$ cat src/chp_pkg.sv
// Purpose: Shared types and constants for the cache pipeline hazard control
// Assumes: One core clock, synchronous active-high reset
// Notes:   Operation descriptors travel as packed structs
package chp_pkg;

  localparam int unsigned VA_W          = 14;
  localparam int unsigned ADDR_W        = 16;
  localparam int unsigned BANK_LO       = 4;
  localparam int unsigned BANK_HI       = 7;
  localparam int unsigned SET_LO        = 5;
  localparam int unsigned SET_HI        = 7;
  localparam int unsigned WAY_LO        = 8;
  localparam int unsigned WAY_HI        = 11;
  localparam int unsigned FILL_LO       = 6;
  localparam int unsigned FILL_HI       = 13;
  localparam int unsigned REPLAY_CYCLES = 5;
  localparam int unsigned RW_DISTANCE   = 4;
  localparam int unsigned PF_DEPTH_DEF  = 8;
  localparam int unsigned PF_BURST_MAX  = 8;
  localparam logic [2:0]  REPLAY_LOAD   = 3'(REPLAY_CYCLES);

  // First-level store presented by the issue pipeline
  typedef struct packed {
    logic            valid;
    logic            hit;
    logic [VA_W-1:0] va;
  } chp_fst_t;

  // First-level fill arriving from the mid-level cache
  typedef struct packed {
    logic            valid;
    logic [VA_W-1:0] va;
  } chp_ffill_t;

  // Mid-level pipeline operation
  typedef struct packed {
    logic              valid;
    logic              rd;
    logic              wr;
    logic              fill;
    logic              bypass;
    logic [ADDR_W-1:0] addr;
  } chp_mop_t;

  // Prefetch request from the issue pipeline
  typedef struct packed {
    logic              valid;
    logic              aux_port;
    logic              xlat_miss;
    logic              defer_hint;
    logic [ADDR_W-1:0] addr;
  } chp_pf_t;

  // Prefetch handed to a memory issue port
  typedef struct packed {
    logic              valid;
    logic [ADDR_W-1:0] addr;
  } chp_pf_req_t;

  typedef struct packed {
    chp_mop_t op1;
    chp_mop_t op0;
  } chp_pair_t;

endpackage

$ cat src/chp_hazard_ctrl.sv
// Purpose: Stall and replay control for first- and mid-level data pipelines
// Assumes: All inputs synchronous to ref_clk_in; upstream holds its mid-level
//          pair while ml_stall_out is high
// Notes:   Prefetch queue is a small circular buffer that drops on overflow
`timescale 1ns/100ps
`default_nettype none

// Functional notes
// - Same-cycle hitting stores, equal va 7:5, different 11:8: replay second
// - A replayed store or write re-executes five cycles later
// - Bank is address 7:4; two reads or two writes to different addresses never share a bank per cycle
// - Paired reads to one bank, different addresses: stall one cycle
// - Paired writes to one bank, different addresses: stall one cycle
// - Read and write bank conflict together still cost only one stall
// - Queue-issued pairs never conflict on banks; only bypass pairs may
// - Store then read same bank four cycles later, other address: stall
// - Both operations filling first level: one stall, shared with read
// - Queue only tries to avoid fill-port pairs; they still stall
// - First-level write matching a fill on va 13:6 is replayed
// - Prefetches run detached, need an issue port, drop on overflow
// - Translation-miss prefetches with defer hint enter the prefetch queue
// - Store then mid-level fill four cycles later: stall one cycle
module chp_hazard_ctrl
  import chp_pkg::*;
#(
  parameter int unsigned PF_DEPTH = chp_pkg::PF_DEPTH_DEF
) (
  input  wire logic                ref_clk_in,
  input  wire logic                sys_rst_in,
  input  wire chp_pkg::chp_fst_t   fl_st0_in,
  input  wire chp_pkg::chp_fst_t   fl_st1_in,
  input  wire chp_pkg::chp_ffill_t fl_fill_in,
  input  wire chp_pkg::chp_pair_t  ml_pair_in,
  input  wire logic                ml_fill_in,
  input  wire chp_pkg::chp_pf_t    pf_in,
  input  wire logic                pf_port_free_in,
  output logic [1:0]               fl_replay_out,
  output logic                     fl_reexec_out,
  output logic                     ml_stall_out,
  output chp_pkg::chp_pair_t       ml_pair_out,
  output logic                     ml_queue_err_out,
  output chp_pkg::chp_pf_req_t     pf_issue_out,
  output logic                     pf_drop_out
);
  import chp_pkg::*;

  localparam int unsigned PTR_W = (PF_DEPTH > 1) ? $clog2(PF_DEPTH) : 1;

  if (PF_DEPTH < 2 || (PF_DEPTH & (PF_DEPTH - 1)) != 0) begin : g_depth_chk
    $error("PF_DEPTH must be a power of two, at least 2");
  end

  function automatic logic [3:0] bank_of(input logic [ADDR_W-1:0] a);
    return a[BANK_HI:BANK_LO];
  endfunction

  // Same bank but a different full address
  function automatic logic bank_clash(input logic [ADDR_W-1:0] a,
                                      input logic [ADDR_W-1:0] b);
    return (bank_of(a) == bank_of(b)) && (a != b);
  endfunction

  function automatic logic fill_match(input chp_fst_t s,
                                      input chp_ffill_t f);
    return s.valid && f.valid &&
           (s.va[FILL_HI:FILL_LO] == f.va[FILL_HI:FILL_LO]);
  endfunction

  // ---------------- First-level replay ----------------
  logic [1:0] next_fl_replay;
  logic       next_fl_reexec;
  logic [2:0] replay_cnt;
  logic [2:0] next_replay_cnt;
  logic       st_pair_clash;

  always_comb begin
    st_pair_clash = fl_st0_in.valid && fl_st0_in.hit &&
                    fl_st1_in.valid && fl_st1_in.hit &&
                    (fl_st0_in.va[SET_HI:SET_LO] ==
                     fl_st1_in.va[SET_HI:SET_LO]) &&
                    (fl_st0_in.va[WAY_HI:WAY_LO] !=
                     fl_st1_in.va[WAY_HI:WAY_LO]);
    next_fl_replay[0] = fill_match(fl_st0_in, fl_fill_in);
    next_fl_replay[1] = st_pair_clash ||
                        fill_match(fl_st1_in, fl_fill_in);
    next_fl_reexec  = 1'b0;
    next_replay_cnt = replay_cnt;
    if (replay_cnt != 3'h0) begin
      next_replay_cnt = replay_cnt - 3'h1;
      next_fl_reexec  = (replay_cnt == 3'h1);
    end
    // A newer replay restarts the penalty window for the newest write
    if (next_fl_replay != 2'h0) begin
      next_replay_cnt = REPLAY_LOAD;
    end
  end

  always_ff @(posedge ref_clk_in) begin
    if (sys_rst_in) begin
      fl_replay_out <= 2'h0;
      fl_reexec_out <= 1'b0;
      replay_cnt    <= 3'h0;
    end else begin
      fl_replay_out <= next_fl_replay;
      fl_reexec_out <= next_fl_reexec;
      replay_cnt    <= next_replay_cnt;
    end
  end

  // ---------------- Mid-level pipeline ----------------
  chp_pair_t hold;
  chp_pair_t next_hold;
  chp_pair_t next_ml_pair;
  chp_pair_t cand;
  chp_pair_t hist [RW_DISTANCE];
  chp_pair_t next_hist [RW_DISTANCE];
  logic      next_ml_stall;
  logic      next_queue_err;
  logic      rr_clash;
  logic      ww_clash;
  logic      fp_clash;
  logic      rw_clash;
  logic      fs_clash;
  logic      intra;
  logic      inter;
  logic      old_wr;
  chp_mop_t  rw_w;
  chp_mop_t  rw_r;

  always_comb begin
    rw_w = '0;
    rw_r = '0;
    // While stalled the held pair is replayed, new input is ignored
    cand = ml_stall_out ? hold : ml_pair_in;
    rr_clash = cand.op0.valid && cand.op1.valid && cand.op0.rd &&
               cand.op1.rd && bank_clash(cand.op0.addr,
                                         cand.op1.addr);
    ww_clash = cand.op0.valid && cand.op1.valid && cand.op0.wr &&
               cand.op1.wr && bank_clash(cand.op0.addr,
                                         cand.op1.addr);
    fp_clash = cand.op0.valid && cand.op1.valid &&
               cand.op0.fill && cand.op1.fill;
    // Reads four issue cycles after a write to the same bank
    rw_clash = 1'b0;
    old_wr   = 1'b0;
    for (int i = 0; i < 2; i++) begin
      for (int j = 0; j < 2; j++) begin
        rw_w = (i == 0) ? hist[RW_DISTANCE-1].op0 : hist[RW_DISTANCE-1].op1;
        rw_r = (j == 0) ? cand.op0 : cand.op1;
        if (rw_w.valid && rw_w.wr && rw_r.valid && rw_r.rd &&
            bank_clash(rw_w.addr, rw_r.addr)) begin
          rw_clash = 1'b1;
        end
      end
    end
    old_wr = (hist[RW_DISTANCE-1].op0.valid && hist[RW_DISTANCE-1].op0.wr) ||
             (hist[RW_DISTANCE-1].op1.valid && hist[RW_DISTANCE-1].op1.wr);
    fs_clash = old_wr && ml_fill_in;
    // A split remainder holds one op only, so it can never clash within the pair again;
    // a whole pair held by an inter clash must still be split
    intra = rr_clash || ww_clash || fp_clash;
    inter = rw_clash || fs_clash;
    next_queue_err = !ml_stall_out && (rr_clash || ww_clash) &&
                     !(cand.op0.bypass && cand.op1.bypass);

    next_ml_pair  = '0;
    next_hold     = hold;
    next_ml_stall = 1'b0;
    if (inter) begin
      // Whole pair waits a cycle; the bubble may set up a later clash
      next_hold     = cand;
      next_ml_stall = 1'b1;
    end else if (intra) begin
      // Older op goes first so program order is kept
      next_ml_pair.op0 = cand.op0;
      next_hold        = '0;
      next_hold.op0    = cand.op1;
      next_ml_stall    = 1'b1;
    end else begin
      next_ml_pair = cand;
      next_hold    = '0;
    end

    next_hist[0] = next_ml_pair;
    for (int k = 1; k < RW_DISTANCE; k++) begin
      next_hist[k] = hist[k-1];
    end
  end

  always_ff @(posedge ref_clk_in) begin
    if (sys_rst_in) begin
      hold             <= '0;
      ml_pair_out      <= '0;
      ml_stall_out     <= 1'b0;
      ml_queue_err_out <= 1'b0;
      for (int k = 0; k < RW_DISTANCE; k++) begin
        hist[k] <= '0;
      end
    end else begin
      hold             <= next_hold;
      ml_pair_out      <= next_ml_pair;
      ml_stall_out     <= next_ml_stall;
      ml_queue_err_out <= next_queue_err;
      for (int k = 0; k < RW_DISTANCE; k++) begin
        hist[k] <= next_hist[k];
      end
    end
  end

  // ---------------- Prefetch queue ----------------
  logic [ADDR_W-1:0] pf_mem [PF_DEPTH];
  logic [PTR_W:0]    pf_wr_ptr;
  logic [PTR_W:0]    pf_rd_ptr;
  logic [PTR_W:0]    next_pf_wr_ptr;
  logic [PTR_W:0]    next_pf_rd_ptr;
  chp_pf_req_t       next_pf_issue;
  logic              next_pf_drop;
  logic              pf_push;
  logic              pf_full;
  logic              pf_empty;
  logic              pf_want;

  always_comb begin
    pf_empty = (pf_wr_ptr == pf_rd_ptr);
    pf_full  = (pf_wr_ptr[PTR_W] != pf_rd_ptr[PTR_W]) &&
               (pf_wr_ptr[PTR_W-1:0] == pf_rd_ptr[PTR_W-1:0]);
    // Long aux-port bursts beyond the queue depth are dropped here
    pf_want = pf_in.valid && (pf_in.aux_port ||
              (pf_in.xlat_miss && pf_in.defer_hint));
    next_pf_issue  = '0;
    next_pf_rd_ptr = pf_rd_ptr;
    if (pf_port_free_in && !pf_empty) begin
      next_pf_issue.valid = 1'b1;
      next_pf_issue.addr  = pf_mem[pf_rd_ptr[PTR_W-1:0]];
      next_pf_rd_ptr      = pf_rd_ptr + 1'b1;
    end
    // Full is judged before this cycle's pop: simpler, at most one early drop
    pf_push        = pf_want && !pf_full;
    next_pf_drop   = pf_want && pf_full;
    next_pf_wr_ptr = pf_push ? pf_wr_ptr + 1'b1 : pf_wr_ptr;
  end

  always_ff @(posedge ref_clk_in) begin
    if (sys_rst_in) begin
      pf_wr_ptr    <= '0;
      pf_rd_ptr    <= '0;
      pf_issue_out <= '0;
      pf_drop_out  <= 1'b0;
    end else begin
      pf_wr_ptr    <= next_pf_wr_ptr;
      pf_rd_ptr    <= next_pf_rd_ptr;
      pf_issue_out <= next_pf_issue;
      pf_drop_out  <= next_pf_drop;
    end
  end

  // Storage needs no reset; only pointers define what is valid
  always_ff @(posedge ref_clk_in) begin
    if (pf_push) begin
      pf_mem[pf_wr_ptr[PTR_W-1:0]] <= pf_in.addr;
    end
  end

endmodule // chp_hazard_ctrl

`default_nettype wire

$ cat config.mk
export PLATFORM = sky130hd
export DESIGN_NAME = chp_hazard_ctrl
export DESIGN_NICKNAME = d
export VERILOG_FILES = /design/src/chp_pkg.sv /design/src/chp_hazard_ctrl.sv
export SDC_FILE = /design/constraint.sdc
export NUM_CORES = 1
export LEC_CHECK = 0
export ABC_AREA = 1
export BUFFER_PORTS_ARGS = -buffer_cell sky130_fd_sc_hd__buf_4
export CAP_MARGIN = 10
export CORE_MARGIN = 2
export CORE_UTILIZATION = 30
export CTS_CLUSTER_SIZE = 25
export DETAILED_ROUTE_END_ITERATION = 12
export PLACE_DENSITY_LB_ADDON = 0.1
export SLEW_MARGIN = 20
export SYNTH_ARGS = -nofsm -noshare
export SYNTH_HDL_FRONTEND = slang
export SYNTH_SLANG_ARGS = --single-unit
$ cat constraint.sdc
create_clock -name ref_clk_in -period 1.9 [get_ports ref_clk_in]
set_input_delay 0.095 -clock ref_clk_in [delete_from_list [all_inputs] [get_ports ref_clk_in]]
set_output_delay 0.095 -clock ref_clk_in [all_outputs]
set_load 0.02 [all_outputs]
# Yosys cells after proc, flatten, opt, wreduce, memory -nomap -nowiden
# Memories as Yosys holds them, arrays and structs flattened. A register that Yosys moved wholly into a read port is not among the register bits.
# Index checks and enable logic that the tools add are counted.
[op_classes]
n_addsub = 3
eq_ne = 18
n_mux = 25
bitwise = 6
reduce_logical = 63
[op_table]
columns = ["operator", "count"]
rows = [
  ["$mux W42", 7],
  ["$ne A16 B16 Y1", 5],
  ["$logic_and A1 B1 Y1", 47],
  ["$mux W21", 2],
  ["$eq A4 B4 Y1", 6],
  ["$mux W17", 1],
  ["$eq A8 B8 Y1", 2],
  ["$mux W3", 4],
  ["$mux W1", 11],
  ["$add A4 B1 Y4 const B", 2],
  ["$eq A3 B3 Y1", 2],
  ["$logic_or A1 B1 Y1", 6],
  ["$reduce_or A2 Y1", 3],
  ["$logic_not A1 Y1", 4],
  ["$ne A4 B4 Y1", 1],
  ["$or A1 B1 Y1", 4],
  ["$reduce_bool A2 Y1", 2],
  ["$eq A3 B1 Y1 const B", 1],
  ["$reduce_bool A3 Y1", 1],
  ["$sub A3 B1 Y3 const B", 1],
  ["$not A1 Y1", 2],
  ["$ne A1 B1 Y1", 1],
]
[totals]
regBits = 118
mem_bits_rw = 296
inputBits = 113
output_inout_bits = 65
wordCells = 152
mem_count = 2
[mem_list]
columns = ["memory", "words", "word_bits", "rd", "rd_ports_with_merged_regs", "wr", "line_no", "source"]
rows = [
  ["hist", 4, 42, 4, 0, 4, "chp_hazard_ctrl.sv:115", "chp_pair_t hist [RW_DISTANCE];"],
  ["pf_mem", 8, 16, 1, 1, 1, "chp_hazard_ctrl.sv:211", "logic [ADDR_W-1:0] pf_mem [PF_DEPTH];"],
]

# Depth between registers and ports, before layout
# An unclocked memory read counts as a cell.
[depth]
word_depth = 12
mapped_depth = 18
depth_no_buf = 15

# Least setup slack after synthesis
# No wires, ideal clock.
[synth_path]
path_type = "reg2reg"
start = "reg pf_wr_ptr[1]"
end = "mem pf_mem[7][0], enable pin"
setup_time_ps = 390
t_arrival_ps = 1683
required_ps = 1510
slack_ps = -173
stages_incl_launch_ff = 10
path_buffers = 0
synth_period_minus_slack_ps = 2073
cell_sequence = "dfxtp_1 inv_1 nand2_1 nand4_1 a21oi_1 nand2_1 nand2_1 inv_1 nand2_1 nor2_1"
[synth_via]
elab_chain_len = 6
[synth_rtl]
columns = ["element", "line_no", "source"]
rows = [
  ["from (decl)", "chp_hazard_ctrl.sv:212", "logic [PTR_W:0] pf_wr_ptr;"],
  ["from (signal assigned)", "chp_hazard_ctrl.sv:250", "pf_wr_ptr <= next_pf_wr_ptr;"],
  ["$eq A3 B3 Y1", "chp_hazard_ctrl.sv:226", "(pf_wr_ptr[PTR_W-1:0] == pf_rd_ptr[PTR_W-1:0]);"],
  ["$logic_and A1 B1 Y1", "chp_hazard_ctrl.sv:225", "pf_full = (pf_wr_ptr[PTR_W] != pf_rd_ptr[PTR_W]) &&"],
  ["$logic_not A1 Y1", "chp_hazard_ctrl.sv:238", "pf_push = pf_want && !pf_full;"],
  ["$logic_and A1 B1 Y1", "chp_hazard_ctrl.sv:238", ""],
  ["$mux W1", "chp_hazard_ctrl.sv:259", "if (pf_push) begin"],
  ["$mux W1 (not written as such)", "chp_hazard_ctrl.sv:260", "pf_mem[pf_wr_ptr[PTR_W-1:0]] <= pf_in.addr;"],
  ["to (decl)", "chp_hazard_ctrl.sv:211", ""],
]
# Parallel ways exist; a longest one is shown, timed or not.

# Final worst setup path
[layout_path]
start = "reg ml_stall_out"
end = "reg ml_pair_out[13] (netlist name)"
[layout_via]
elab_chain_len = 10
word_cells_on_any_way = 31
cone_classes = "eq/ne: 8; mux: 6; reduce/logical: 17"
[layout_rtl]
columns = ["element", "line_no", "source"]
rows = [
  ["from (decl)", "chp_hazard_ctrl.sv:39", "output logic ml_stall_out,"],
  ["from (signal assigned)", "chp_hazard_ctrl.sv:202", "ml_stall_out <= next_ml_stall;"],
  ["$mux W42 (*)", "chp_hazard_ctrl.sv:134", "cand = ml_stall_out ? hold : ml_pair_in;"],
  ["$ne A16 B16 Y1 (tied with other cells)", "chp_hazard_ctrl.sv:60", "return (bank_of(a) == bank_of(b)) && (a != b);"],
  ["$logic_and A1 B1 Y1, on equally long branches", "chp_hazard_ctrl.sv:60, chp_hazard_ctrl.sv:150", ""],
  ["$logic_and A1 B1 Y1", "chp_hazard_ctrl.sv:150", "if (rw_w.valid && rw_w.wr && rw_r.valid && rw_r.rd &&"],
  ["$mux W1 (4 in series)", "chp_hazard_ctrl.sv:150", ""],
  ["$logic_or A1 B1 Y1", "chp_hazard_ctrl.sv:162", "inter = rw_clash || fs_clash;"],
  ["$mux W42 (*)", "chp_hazard_ctrl.sv:169", "if (inter) begin"],
  ["to (signal assigned)", "chp_hazard_ctrl.sv:201", "ml_pair_out <= next_ml_pair;"],
  ["to (decl)", "chp_hazard_ctrl.sv:40", "output chp_pkg::chp_pair_t ml_pair_out,"],
]
# Mark *: on every way between the ends. The rest lies on a longest branch, timed or not.
# A chain may end at the register's enable or synchronous reset.

==> summary.txt <==
Total Wirelength: 44.38 mm
vias in the first global route: 11670
final net count: 2198
Synth Area per Inst: 8.503 um^2
Worst Tran Pin Value: 707.9 ps
Post-synth EDFFs: 128
synth warn: 0
Port Buffers: 161
post-synthesis sequential area ratio: 0.5773
Max-Cap Viols: 0
CP Max Fanout: 8
Yosys reg bits: 357
Setup crit end kind: flip-flop
Critical Path RT: 2390 ps
worst vdd ir: 0.0005526 V
Worst Hold Class: input pin to flip-flop
post-synthesis mux area share: 0.0006856
final slew viol count: 0
Post-Syn Area: 14600 um^2
count of cell types in the netlist: 39
syn nets: 1835
Cell Rows: 80
# diodes: 0
Wirelength per Cell: 16.26 um
DR pass1 iterations: 5
WP data arrival: 2860 ps
fin crit share: 1.246
Seq pwr share: 0.441
minimum clock period: 2368 ps
clk_lat worst skew: 580 ps
Final ANT Viol Nets: 0
vias per std cell: 4.403
Clock Power Share: 0.411
final hold vios: 0
Initial Util: 0.3052
commonest non-fill, non-tap cell in the layout: nand2_1
# H-tree levels: 2
Reg clk slew, reported paths: 60 ps
layout cells sized above 1: 0.3155
clk_skew: 31.68 ps
slowest stage delay, CP: 450 ps
Reg2Reg Depth: 17
RSZ-0062 raised after global routing: true
GRT Overall Usage: 0.1743
Leakage: 8.979 nW
FF-to-FF End: ml_pair_out[13]
Worst path slowest cell: dfxtp_4
io pins: 178
Sw Pwr: 0.004989 W
HPWL after DPL: 28.60 mm
vias: 12020
design area: 20890 um^2
Top cell by count, worst path: buf_12
Worst setup SP type: flip-flop
combinational share of power: 0.147
FF-to-FF setup slack: -470 ps
xor/xnor share of the synthesized area: 0.01200
Post-route DRC: 0
largest net degree at the start of global routing: 65
remaining global-route overflow: 0
Yosys top cell by area: dfxtp_1
reg-to-reg startpoint: ml_stall_out
# fillers: 4713
Setup Viol. Count Final: 86
pwr/cell area: 901.8 nW/um^2
clk root buf: clkbuf_16
failing checks: negative setup slack
TNS Setup: -36740 ps
Post-Synth Simple-Gate Area: 0.2447
kind of critical path: flip-flop to flip-flop
post-synthesis adder-cell area fraction: 0.004285
CP Cell Sequence: buf_12, buf_12, nand2_4, nand2_4, buf_6, inv_4, nand2_2, nand4_1, nor2_1, nand3_2, nand2_2, nand2_2, nor2_4, buf_12, nand2_8, buf_12, nor2_4
non-filler instance count after layout: 2729
commonest non-fill, non-tap cells in the layout: nand2_1 (354), buf_4 (303), nor2_1 (235)
area of the core: 47850 um^2
first-pass GRT wire length: 66.94 mm
post-placement cell area: 17240 um^2
Switching Share: 0.2648
antenna violations before repair: 0
CTS max path bufs: 3
max frequency: 0.4223 GHz
asr flop ratio synth: 0
Final WS setup: -468.1 ps
worst slack, placed: -586.7 ps
die span in y: 224.6 um
Compound-Gate Fraction of Synth Area: 0.05442
post-synth top area share: 0.3140
cts bufs inserted: 42
Synth Instances: 1717
die width: 224.6 um
CTS tree: done
Slew headroom: 0.5276
top post-synthesis cells by area: dfxtp_1 (31%), edfxtp_1 (26%), nand2_1 (10%)
hold wc startpoint: ml_pair_in[4]
largest family of logic cells by synthesized area: simple AND/OR/NAND/NOR gates
Layout area overhead: 43.08%
placed instance count: 2532
CTS sink count: 357
gpl congestion: 0.8342
Initial DRC Count: 605
cell-internal power: 0.01385 W
status: finished with violations
hold path cells: 6
ys flop type: dfxtp_1
Hold EP: hold[4]
die area: 50450 um^2
## per-layer routing
metal	routed length [um]	vias up	track usage
met5	0	-	0
met3	1650	57	0.02926
li1	-	6072	-
met4	959	0	0.05020
met2	20530	211	0.2829
met1	21240	5677	0.2391
## flip-flops by register name, summed over array words and instances (netlist names), 2 cells and up, named ones only
| signal | flops |
|---|---|
| pf_mem | 128 |
| hist | 120 |
| hold | 42 |
| ml_pair_out | 30 |
| pf_issue_out | 17 |
| pf_rd_ptr | 4 |
| pf_wr_ptr | 4 |
| replay_cnt | 3 |
| fl_replay_out | 2 |
## power by group through the flow
stage	clock, W	combinational, W	sequential (W)
detailed placement	0	0.00240	0.00847
CTS	0.00798	0.00269	0.00831
global route	0.00828	0.00305	0.00833
floorplan	0	0.00138	0.00847
finish	0.00775	0.00278	0.00831
global placement	0	0.00240	0.00847
## timing repair
action / 4_1_cts / 5_1_grt
cloned: 12 / 3
buffers inserted: 38 / 12
endpoints found under the setup margin: 127 / 183
hold buffers: 58 / 0
endpoints found under the hold margin: 168 / 0
pin swaps: 38 / 26
resized for setup: 170 / 102
## worst max-delay path, delay by kind of cell, from the launching register on
family | cells | cell delay, ps
DFF | 1 | 450
buffers and inverters | 6 | 790
and+or+nand+nor | 11 | 1030
## how the worst max path moves through the flow
stage,startpoint,endpoint,slack (ps),cells after the start
final,ml_stall_out,ml_pair_out[13],-470,17
after global routing,ml_stall_out,hist[0][16],-570,16
after CTS,ml_stall_out,hold[33],-420,17
after detailed placement,ml_stall_out,hold[7],-590,14
after global placement,ml_stall_out,hold[19],-560,14
after floorplan,pf_wr_ptr[1],pf_mem[1][0],-160,9
## cell families (layout without fill, tap and decap cells)
group,count (synthesis),count (layout)
buffers and inverters,341,737
and+or+nand+nor,866,866
muxes,1,1
xor gates and xnor gates,20,20
AOI/OAI and AO/OA,127,128
adders and majority gates,5,5
DFF,357,357
## through the flow
step / power [W] / hold slack, ps / utilization
floorplan: 0.009852 / 178.9 / -
global placement: 0.01087 / 333.8 / 0.3603
detailed placement: 0.01087 / 335.7 / 0.3603
CTS: 0.01898 / 3.319 / 0.4255
global route: 0.01966 / 25.33 / 0.4366
finish: 0.01884 / 28.77 / 0.4366
## cell usage after synthesis, drive strengths merged, types with 8 or more instances
cell,number
nor3,8
nand2,433
o21ai,55
inv,235
nand3,87
buf,75
dfxtp,229
clkbuf,31
nor2,315
nand4,11
a21oi,29
xor2,10
o32ai,32
edfxtp,128
xnor2,10
## final cells by class
class	instances	area, um^2	share of cell area
Inverter	235	892.1	0.04270
Timing Repair Buffer	423	3983	0.1906
Clock inverter	22	185.2	0.008864
Clock buffer	56	1147	0.05492
Sequential cell	357	8433	0.4037
Multi-Input combinational cell	1020	5474	0.2620
Timing Repair inverter	1	6.256	0.0002995
Tap cell	615	769.5	0.03684
Note: power is estimated with default switching activity, not from simulation.
